[src/design/tsc_map.svh]
// Purpose: Register offsets, field positions, reset values and timing counts
// Assumes: 100 MHz mclk; byte-wide register port from the two-wire bus engine
// Notes:   Definitions only
`ifndef TSC_MAP_SVH
`define TSC_MAP_SVH

// Register offsets
`define TSC_ADDR_TEMP_HIGH      8'h00
`define TSC_ADDR_STATUS         8'h01
`define TSC_ADDR_TEMP_LOW       8'h02
`define TSC_ADDR_CONFIG         8'h03
`define TSC_ADDR_RATE           8'h04
`define TSC_ADDR_SINGLE_SHOT    8'h0f
`define TSC_ADDR_OT_LIMIT       8'h20
`define TSC_ADDR_OT_HYST        8'h21
`define TSC_ADDR_BUS_TIMEOUT    8'h22
`define TSC_ADDR_VARIANT_ID     8'hfd
`define TSC_ADDR_MAKER_ID       8'hfe
`define TSC_ADDR_REVISION       8'hff

// Reset values
`define TSC_RST_CONFIG          8'h00
`define TSC_RST_RATE            8'h04
`define TSC_RST_OT_LIMIT        8'h55
`define TSC_RST_OT_HYST         8'h0a
`define TSC_RST_BUS_TIMEOUT     8'h80

// Writable bit masks; all other bits read as zero
`define TSC_CONFIG_WMASK        8'hcc
`define TSC_RATE_WMASK          8'h0f
`define TSC_TIMEOUT_WMASK       8'h80

// Field positions
`define TSC_CFG_ALERT_MASK      7
`define TSC_CFG_STANDBY         6
`define TSC_CFG_RES_HI          3
`define TSC_CFG_RES_LO          2
`define TSC_TMO_ENABLE          7
`define TSC_STAT_BUSY           7
`define TSC_STAT_OT_FLAG        0

// Resolution codes
`define TSC_RES_10BIT           2'b00
`define TSC_RES_11BIT           2'b01
`define TSC_RES_9BIT            2'b10
`define TSC_RES_12BIT           2'b11

// Highest legal rate code (32 per second)
`define TSC_RATE_MAX_CODE       4'h9

// Timing: code 0 is one conversion every 16 s
`define TSC_CLK_HZ              64'd100000000
`define TSC_SLOW_PERIOD_S       64'd16
`define TSC_SLOW_CYCLES         32'((`TSC_SLOW_PERIOD_S) * (`TSC_CLK_HZ))

// Strap sampling delay after reset release, in cycles
`define TSC_STRAP_DELAY         2'd3

`endif

[src/design/tsc_pkg.sv]
// Purpose: Types shared by the conversion control block
// Assumes: Constants live in tsc_map.svh
// Notes:   One-hot converter sequencer states
package tsc_pkg;

   typedef struct packed {
      logic [7:0] addr;
      logic [7:0] data;
   } tsc_reg_req_t;

   typedef struct packed {
      logic [11:0] temp;       // Two's complement, 1/16 degree per LSB
      logic        outOfLimit; // High/low limit comparison of this sample
   } tsc_sample_t;

   typedef enum logic [1:0] {
      ST_IDLE = 2'b01,
      ST_CONV = 2'b10
   } tsc_state_t;

endpackage : tsc_pkg

[src/design/tsc_conversion_control.sv]
// Purpose: Conversion control, limit and identification logic of a temperature sensor
// Assumes: Bus engine on mclk presents decoded byte reads and writes; converter on mclk
// Notes:   Pins are open drain: the *Oe outputs pull the line low when high
//
// How it works
// - Alert mask bit 7 gates alert pin
// - Standby bit 6 stops rate-timed conversions
// - Registers stay accessible during standby
// - Bits 3:2 choose 9 to 12 bit width
// - Rate code 0..9 doubles from 1/16 Hz
// - Rate register resets to code 4
// - Standby single-shot write runs one conversion
// - Busy bit high throughout every conversion
// - Single-shot data byte is ignored
// - Single-shot ignored in continuous mode
// - Overtemp limit signed byte, reset 85
// - Overtemp pin low when temperature above limit
// - Release below limit minus hysteresis, reset 10
// - Timeout enable bit 7, reset enabled
// - Read-only variant identifier
// - Read-only maker identifier
// - Read-only silicon revision
// - Low byte hides bits beyond resolution
// - Overtemp compare uses integer byte only
// - Alert latched until alert response acknowledged
// - Status flag mirrors overtemp pin state
`include "tsc_map.svh"

module tsc_conversion_control #(
   parameter logic [31:0] SLOW_PERIOD = `TSC_SLOW_CYCLES,
   parameter logic [7:0]  VARIANT_ID  = 8'ha5, // Arbitrary value
   parameter logic [7:0]  MAKER_ID    = 8'h5a, // Arbitrary value
   parameter logic [7:0]  SILICON_REVISION = 8'h3c  // Arbitrary value
) (
   // Clock and reset
   input  wire logic                 mclk,
   input  wire logic                 rstn,
   // Register port from the two-wire bus engine
   input  wire logic                 regWrite,
   input  wire tsc_pkg::tsc_reg_req_t regWrReq,
   input  wire logic                 regRead,
   input  wire logic [7:0]           regRdAddr,
   output logic [7:0]                rdData,
   output logic                      rdValid,
   output logic                      busTimeoutEn,
   // Alert response acknowledged with own address
   input  wire logic                 araAck,
   // Converter
   output logic                      convStart,
   output logic [1:0]                convResolution,
   output logic                      convStandby,
   input  wire logic                 convDone,
   input  wire tsc_pkg::tsc_sample_t convSample,
   // Open-drain alert pin
   output logic                      alertOut,
   output logic                      alertOe,
   // Open-drain overtemp pin, also an address strap at power-up
   input  wire logic                 otPinIn,
   output logic                      otOut,
   output logic                      otOe,
   output logic                      addrStrap
);
   import tsc_pkg::*;

   // Register file
   logic [7:0] cfgReg;
   logic [7:0] rateReg;
   logic [7:0] otLimit;
   logic [7:0] otHyst;
   logic [7:0] tmoReg;
   logic [7:0] next_cfgReg;
   logic [7:0] next_rateReg;
   logic [7:0] next_otLimit;
   logic [7:0] next_otHyst;
   logic [7:0] next_tmoReg;
   logic       shotWrite;

   // Sequencer and rate timer
   tsc_state_t state;
   tsc_state_t next_state;
   logic [31:0] timer;
   logic [31:0] next_timer;
   logic [31:0] reloadValue;
   logic [3:0]  effRate;
   logic        next_convStart;
   logic        standby;
   logic        sampleDone;

   // Measured temperature and flags
   logic [11:0] tempReg;
   logic [11:0] next_tempReg;
   logic        otFlag;
   logic        next_otFlag;
   logic        alertLatch;
   logic        next_alertLatch;
   logic signed [9:0] tempInt;
   logic signed [9:0] limitS;
   logic signed [9:0] releaseLevel;
   logic [3:0]  fracMask;

   // Read data
   logic [7:0]  next_rdData;
   logic        next_rdValid;

   // Strap capture
   logic        otSync1;
   logic        otSync2;
   logic [1:0]  strapCnt;
   logic        strapDone;
   logic        next_addrStrap;
   logic [1:0]  next_strapCnt;
   logic        next_strapDone;

   assign standby   = cfgReg[`TSC_CFG_STANDBY];
   assign shotWrite = regWrite && (regWrReq.addr == `TSC_ADDR_SINGLE_SHOT);

   // Register writes; identifier and status addresses fall through untouched
   always_comb begin
      next_cfgReg  = cfgReg;
      next_rateReg = rateReg;
      next_otLimit = otLimit;
      next_otHyst  = otHyst;
      next_tmoReg  = tmoReg;
      if (regWrite) begin
         unique case (regWrReq.addr)
            `TSC_ADDR_CONFIG: begin
               // Bit 5 and reserved bits read back as zero
               next_cfgReg = regWrReq.data & `TSC_CONFIG_WMASK;
            end
            `TSC_ADDR_RATE: begin
               next_rateReg = regWrReq.data & `TSC_RATE_WMASK;
            end
            `TSC_ADDR_OT_LIMIT: begin
               next_otLimit = regWrReq.data;
            end
            `TSC_ADDR_OT_HYST: begin
               next_otHyst = regWrReq.data;
            end
            `TSC_ADDR_BUS_TIMEOUT: begin
               next_tmoReg = regWrReq.data & `TSC_TIMEOUT_WMASK;
            end
            default: begin
               // Identifiers, status, temperature and single-shot store nothing
            end
         endcase
      end
   end

   always_ff @(posedge mclk) begin
      if (!rstn) begin
         cfgReg  <= `TSC_RST_CONFIG;
         rateReg <= `TSC_RST_RATE;
         otLimit <= `TSC_RST_OT_LIMIT;
         otHyst  <= `TSC_RST_OT_HYST;
         tmoReg  <= `TSC_RST_BUS_TIMEOUT;
      end else begin
         cfgReg  <= next_cfgReg;
         rateReg <= next_rateReg;
         otLimit <= next_otLimit;
         otHyst  <= next_otHyst;
         tmoReg  <= next_tmoReg;
      end
   end

   // Reserved codes behave like code 0 rather than an undefined period
   assign effRate     = (rateReg[3:0] > `TSC_RATE_MAX_CODE) ? 4'h0 : rateReg[3:0];
   assign reloadValue = SLOW_PERIOD >> effRate;
   assign sampleDone  = (state == ST_CONV) && convDone;

   // Sequencer: idle until the rate timer or a single-shot asks for a sample
   always_comb begin
      next_state     = state;
      next_timer     = timer;
      next_convStart = 1'b0;
      if (standby) begin
         // Timer parked at a full period so leaving standby waits one period
         next_timer = reloadValue;
      end else if (timer > 32'd1) begin
         next_timer = timer - 32'd1;
      end
      unique case (state)
         ST_IDLE: begin
            if (!standby && timer <= 32'd1) begin
               next_state     = ST_CONV;
               next_convStart = 1'b1;
               next_timer     = reloadValue;
            end else if (standby && shotWrite) begin
               next_state     = ST_CONV;
               next_convStart = 1'b1;
            end
         end
         ST_CONV: begin
            // A shot written mid-conversion is dropped; one sample per request
            if (convDone) begin
               next_state = ST_IDLE;
            end
         end
      endcase
   end

   always_ff @(posedge mclk) begin
      if (!rstn) begin
         state     <= ST_IDLE;
         timer     <= 32'd1;
         convStart <= 1'b0;
      end else begin
         state     <= next_state;
         timer     <= next_timer;
         convStart <= next_convStart;
      end
   end

   assign convResolution = cfgReg[`TSC_CFG_RES_HI:`TSC_CFG_RES_LO];
   // In standby the converter stays powered down unless a sample is in flight
   assign convStandby    = standby && (state == ST_IDLE);

   // Fraction bits kept for each resolution
   always_comb begin
      unique case (convResolution)
         `TSC_RES_9BIT:  fracMask = 4'h8;
         `TSC_RES_10BIT: fracMask = 4'hc;
         `TSC_RES_11BIT: fracMask = 4'he;
         `TSC_RES_12BIT: fracMask = 4'hf;
      endcase
   end

   // Integer byte only; widened so limit minus hysteresis cannot wrap
   assign tempInt      = 10'(signed'(convSample.temp[11:4]));
   assign limitS       = 10'(signed'(otLimit));
   assign releaseLevel = limitS - 10'(signed'(otHyst));

   // Flags update on each completed sample
   always_comb begin
      next_tempReg    = tempReg;
      next_otFlag     = otFlag;
      next_alertLatch = alertLatch;
      if (araAck) begin
         next_alertLatch = 1'b0;
      end
      if (sampleDone) begin
         next_tempReg = {convSample.temp[11:4], convSample.temp[3:0] & fracMask};
         if (tempInt > limitS) begin
            next_otFlag = 1'b1;
         end else if (tempInt < releaseLevel) begin
            next_otFlag = 1'b0;
         end
         // Set wins over an acknowledge in the same cycle
         if (convSample.outOfLimit && !cfgReg[`TSC_CFG_ALERT_MASK]) begin
            next_alertLatch = 1'b1;
         end
      end
   end

   always_ff @(posedge mclk) begin
      if (!rstn) begin
         tempReg    <= 12'h000;
         otFlag     <= 1'b0;
         alertLatch <= 1'b0;
      end else begin
         tempReg    <= next_tempReg;
         otFlag     <= next_otFlag;
         alertLatch <= next_alertLatch;
      end
   end

   // Register reads, answered one cycle after the strobe
   always_comb begin
      next_rdValid = regRead;
      next_rdData  = rdData;
      if (regRead) begin
         unique case (regRdAddr)
            `TSC_ADDR_TEMP_HIGH:   next_rdData = tempReg[11:4];
            `TSC_ADDR_TEMP_LOW:    next_rdData = {tempReg[3:0], 4'h0};
            `TSC_ADDR_STATUS: begin
               next_rdData                   = 8'h00;
               next_rdData[`TSC_STAT_BUSY]   = (state == ST_CONV);
               next_rdData[`TSC_STAT_OT_FLAG] = otFlag;
            end
            `TSC_ADDR_CONFIG:      next_rdData = cfgReg;
            `TSC_ADDR_RATE:        next_rdData = rateReg;
            `TSC_ADDR_OT_LIMIT:    next_rdData = otLimit;
            `TSC_ADDR_OT_HYST:     next_rdData = otHyst;
            `TSC_ADDR_BUS_TIMEOUT: next_rdData = tmoReg;
            `TSC_ADDR_VARIANT_ID:  next_rdData = VARIANT_ID;
            `TSC_ADDR_MAKER_ID:    next_rdData = MAKER_ID;
            `TSC_ADDR_REVISION:    next_rdData = SILICON_REVISION;
            default:               next_rdData = 8'h00;
         endcase
      end
   end

   always_ff @(posedge mclk) begin
      if (!rstn) begin
         rdData  <= 8'h00;
         rdValid <= 1'b0;
      end else begin
         rdData  <= next_rdData;
         rdValid <= next_rdValid;
      end
   end

   assign busTimeoutEn = tmoReg[`TSC_TMO_ENABLE];

   // Open-drain drives: value always low, enable pulls the line
   assign alertOut = 1'b0;
   assign alertOe  = alertLatch && !cfgReg[`TSC_CFG_ALERT_MASK];
   assign otOut    = 1'b0;
   assign otOe     = otFlag;

   // Strap: the pin is only sensed before the overtemp drive can engage
   always_comb begin
      next_strapCnt  = strapCnt;
      next_strapDone = strapDone;
      next_addrStrap = addrStrap;
      if (!strapDone) begin
         if (strapCnt == `TSC_STRAP_DELAY) begin
            next_strapDone = 1'b1;
            next_addrStrap = otSync2;
         end else begin
            next_strapCnt = strapCnt + 2'd1;
         end
      end
   end

   always_ff @(posedge mclk) begin
      otSync1 <= otPinIn;
      otSync2 <= otSync1;
      if (!rstn) begin
         strapCnt  <= 2'd0;
         strapDone <= 1'b0;
         addrStrap <= 1'b0;
      end else begin
         strapCnt  <= next_strapCnt;
         strapDone <= next_strapDone;
         addrStrap <= next_addrStrap;
      end
   end

endmodule // tsc_conversion_control

[config.mk]
export PLATFORM = sky130hd
export DESIGN_NAME = tsc_conversion_control
export DESIGN_NICKNAME = d
export VERILOG_FILES = /design/src/design/tsc_pkg.sv /design/src/design/tsc_conversion_control.sv
export VERILOG_INCLUDE_DIRS = /design/src /design/src/design
export SDC_FILE = /design/constraint.sdc
export NUM_CORES = 1
export LEC_CHECK = 0
export ABC_AREA = 1
export CAP_MARGIN = 0
export CORE_MARGIN = 2
export CORE_UTILIZATION = 50
export CTS_CLUSTER_SIZE = 10
export DETAILED_ROUTE_END_ITERATION = 16
export DONT_BUFFER_PORTS = 1
export PLACE_DENSITY = 0.68
export SKIP_LAST_GASP = 1
export SLEW_MARGIN = 20
export SYNTH_ARGS = -nofsm -noshare
export SYNTH_HDL_FRONTEND = slang
export SYNTH_SLANG_ARGS = --single-unit
[constraint.sdc]
create_clock -name mclk -period 3.6 [get_ports mclk]
set_input_delay 0.72 -clock mclk [delete_from_list [all_inputs] [get_ports mclk]]
set_output_delay 0.72 -clock mclk [all_outputs]
set_load 0.1 [all_outputs]
==> flow_summary.ini <==
[run_status]
outcome = finished, final reports clean

[worst_setup_path]
critPathArrivalTime_ns = 3.25
worst-path-max-fanout = 4
crit_type = reg2reg
worstPathRequired_ns = 3.84
startpoint_type = flip-flop
end_kind = flip-flop

[die]
coreArea_um2 = 10900
die-area_um2 = 12000
dieHeight_um = 110
initial_core_util = 0.513
fp.dieW_um = 110
rows = 38
io-pin-count = 63

[timing]
period_share = 0.835
slew_headroom = 0.231
tightestPinTransition_ns = 1.15
rsz0062_at_grt = false
finalSetupTns_ns = 0
maxSlewViolCount = 0
fmax_mhz = 333
hold_ws_ns = 0.334
setup_viol = 0
setup_ws_ns = 0.595
worst_clock_skew_ns = 0.00731
hold_viol_final = 0
fin_crit_ns = 3.00

[drt]
wl_per_cell_um = 16.0
routed_wl_um = 15900
viasPerCell = 5.51
drt_first_pass_iters = 5
drtIter0Drc = 394
drc = 0
ant_nets = 0
via_count = 5475

[place]
dpl.hpwl_um = 12200
io_buffers = 0
place_area_um2 = 5700
routabilityCongestion = 0.928
place_ws_ns = 0.628

[finish]
num-nets-final = 920
fin_area_um2 = 5890
regArea_um2 = 1780
drive_above_1_share = 0.0621
final_cell_mix = nand2_1, nor2_1, inv_1, dfxtp_1, a21oi_1
mostFrequentLayoutCell = nand2_1
multi_input_area_um2 = 3290
n_antenna_cell = 0
syn_to_final_growth_pct = 5.49
utilization = 0.541
fillers = 1131

[clock_network]
cts_resized = 0
numCtsBuffers = 9
htree_levels = 3
cts_root_buffer = clkbuf_8
clock_latency_ns = 0.39
ctsHoldBuffers = 0
postCtsSetupBuffers = 0
clock_path_buffers = 2
cts_sinks = 89
cts_tree = built
clkSlewWorstSetupHoldPaths_ns = 0.09

[global_routing]
grt_max_degree = 47
grt_pass1_wl_um = 26000
grt_pass1_vias = 5379
grt_overflow = 0
track_usage = 0.282
antenna_found_initial = 0

[yosys]
synth_area_um2 = 5580
ys.flop_type = dfxtp_1
ys_ff_latch = 89
ys_seq_area_frac = 0.319
syn_avg_cell_area_um2 = 6.56
synthCells = 851
synth-async-reset-ratio = 0
synth_edf_count = 0
synth_warnings = 0
synth_cell_types = 41

[power_and_ir_drop]
irDropWorstVdd_mv = 0.424
p_leak_nw = 2.67
cellPowerDensity_nw_per_um2 = 600

[run]
max-cap-violations = 0

[worst_hold_path]
hold_class = reg2reg
==> critical path, cell delays in order, from the launching register on <==
cell and delay, ns:
dfxtp_1 0.37, inv_1 0.07, ha_1 0.22, fa_1 0.40, o21ai_0 0.30, a21oi_1 0.12
o21bai_1 0.21, nand2_1 0.07, a22oi_1 0.14, ha_1 0.29, a21oi_1 0.17, o21a_1 0.14
nand3_1 0.07, nand2_1 0.06, inv_1 0.03, o21ai_0 0.13, a21oi_1 0.08
==> path summary, 6_finish.rpt <==
| check | startpoint | slack (ns) | end | depth (start not counted) |
|---|---|---|---|---|
| worst max-delay path | otLimit[0]$_SDFFE_PN1P_ | 0.60 | otOe$_SDFFE_PN0P_ | 16 |
| worst max register to register | otLimit[0]$_SDFFE_PN1P_ | 0.60 | otOe$_SDFFE_PN0P_ | 16 |
| worst min register to register | otSync1$_DFF_P_ | 0.33 | otSync2$_DFF_P_ | 0 |
| worst min-delay path | otSync1$_DFF_P_ | 0.33 | otSync2$_DFF_P_ | 0 |
==> report_power, final <==
group	switching, W	total, W	internal, W
logic	0.00102	0.00156	0.000540
registers	0.000149	0.00127	0.00112
clock network	0.000385	0.000709	0.000323
total	0.00155	0.00353	0.00198
==> area by class of cell <==
| class | count | area share |
|---|---|---|
| Multi-Input combinational cell | 635 | 0.559 |
| Timing Repair Buffer | 8 | 0.0102 |
| Inverter | 105 | 0.0669 |
| Sequential cell | 89 | 0.302 |
| Clock buffer | 12 | 0.0229 |
| Tap cell | 140 | 0.0297 |
| Clock inverter | 4 | 0.00913 |
==> cells by family after synthesis <==
logic type / Yosys count / share of synthesized area
adders and majority gates: 28 / 0.0641
buffers and inverters: 128 / 0.0932
AOI/OAI and AO/OA: 166 / 0.163
other: 1 / 0.000672
xor gates and xnor gates: 24 / 0.0376
and+or+nand+nor: 415 / 0.322
DFF: 89 / 0.319
==> layer usage <==
metal  wire length (um)  GRT usage  vias up
met1               6580      0.320     2519
met3                725     0.0533       43
met4                548      0.134        0
met5                  0          0        -
met2               8020      0.506      145
li1                   -          -     2768
==> metrics by stage <==
step / cells / total power (W)
3_3_place_gp: 977 / 0.00279
5_1_grt: 993 / 0.00381
6_report: 993 / 0.00353
3_5_place_dp: 977 / 0.00283
2_1_floorplan: 852 / 0.00253
4_1_cts: 993 / 0.00353
==> sequential cells by signal, indices dropped and copies added (netlist names), 2 cells and up <==
signal	cells
timer	32
tempReg	12
rateReg	4
strapCnt	2
rdData	8
cfgReg	4
otLimit	8
otHyst	8
state	2
==> cells in the mapped netlist, types with 3 or more instances <==
| cell type | number | area, um^2 |
|---|---|---|
| nor3_1 | 12 | 60.1 |
| nand3_1 | 48 | 240 |
| a211oi_1 | 3 | 22.5 |
| nand2_1 | 194 | 728 |
| buf_4 | 4 | 30.0 |
| nand2_2 | 4 | 25.0 |
| nand3_2 | 5 | 50.1 |
| o211ai_1 | 8 | 60.1 |
| inv_1 | 101 | 379 |
| a21oi_1 | 84 | 420 |
| xnor2_1 | 13 | 114 |
| nor2_2 | 6 | 37.5 |
| buf_1 | 4 | 15.0 |
| nor3b_1 | 3 | 22.5 |
| ha_1 | 27 | 338 |
| xor2_1 | 11 | 96.3 |
| nand4_1 | 19 | 119 |
| buf_6 | 3 | 33.8 |
| nor2_4 | 3 | 33.8 |
| dfxtp_1 | 89 | 1780 |
| nor2_1 | 117 | 439 |
| a21oi_2 | 4 | 35.0 |
| clkbuf_1 | 10 | 37.5 |
| o21ai_0 | 55 | 275 |
Power figures use the tool's default switching activity.
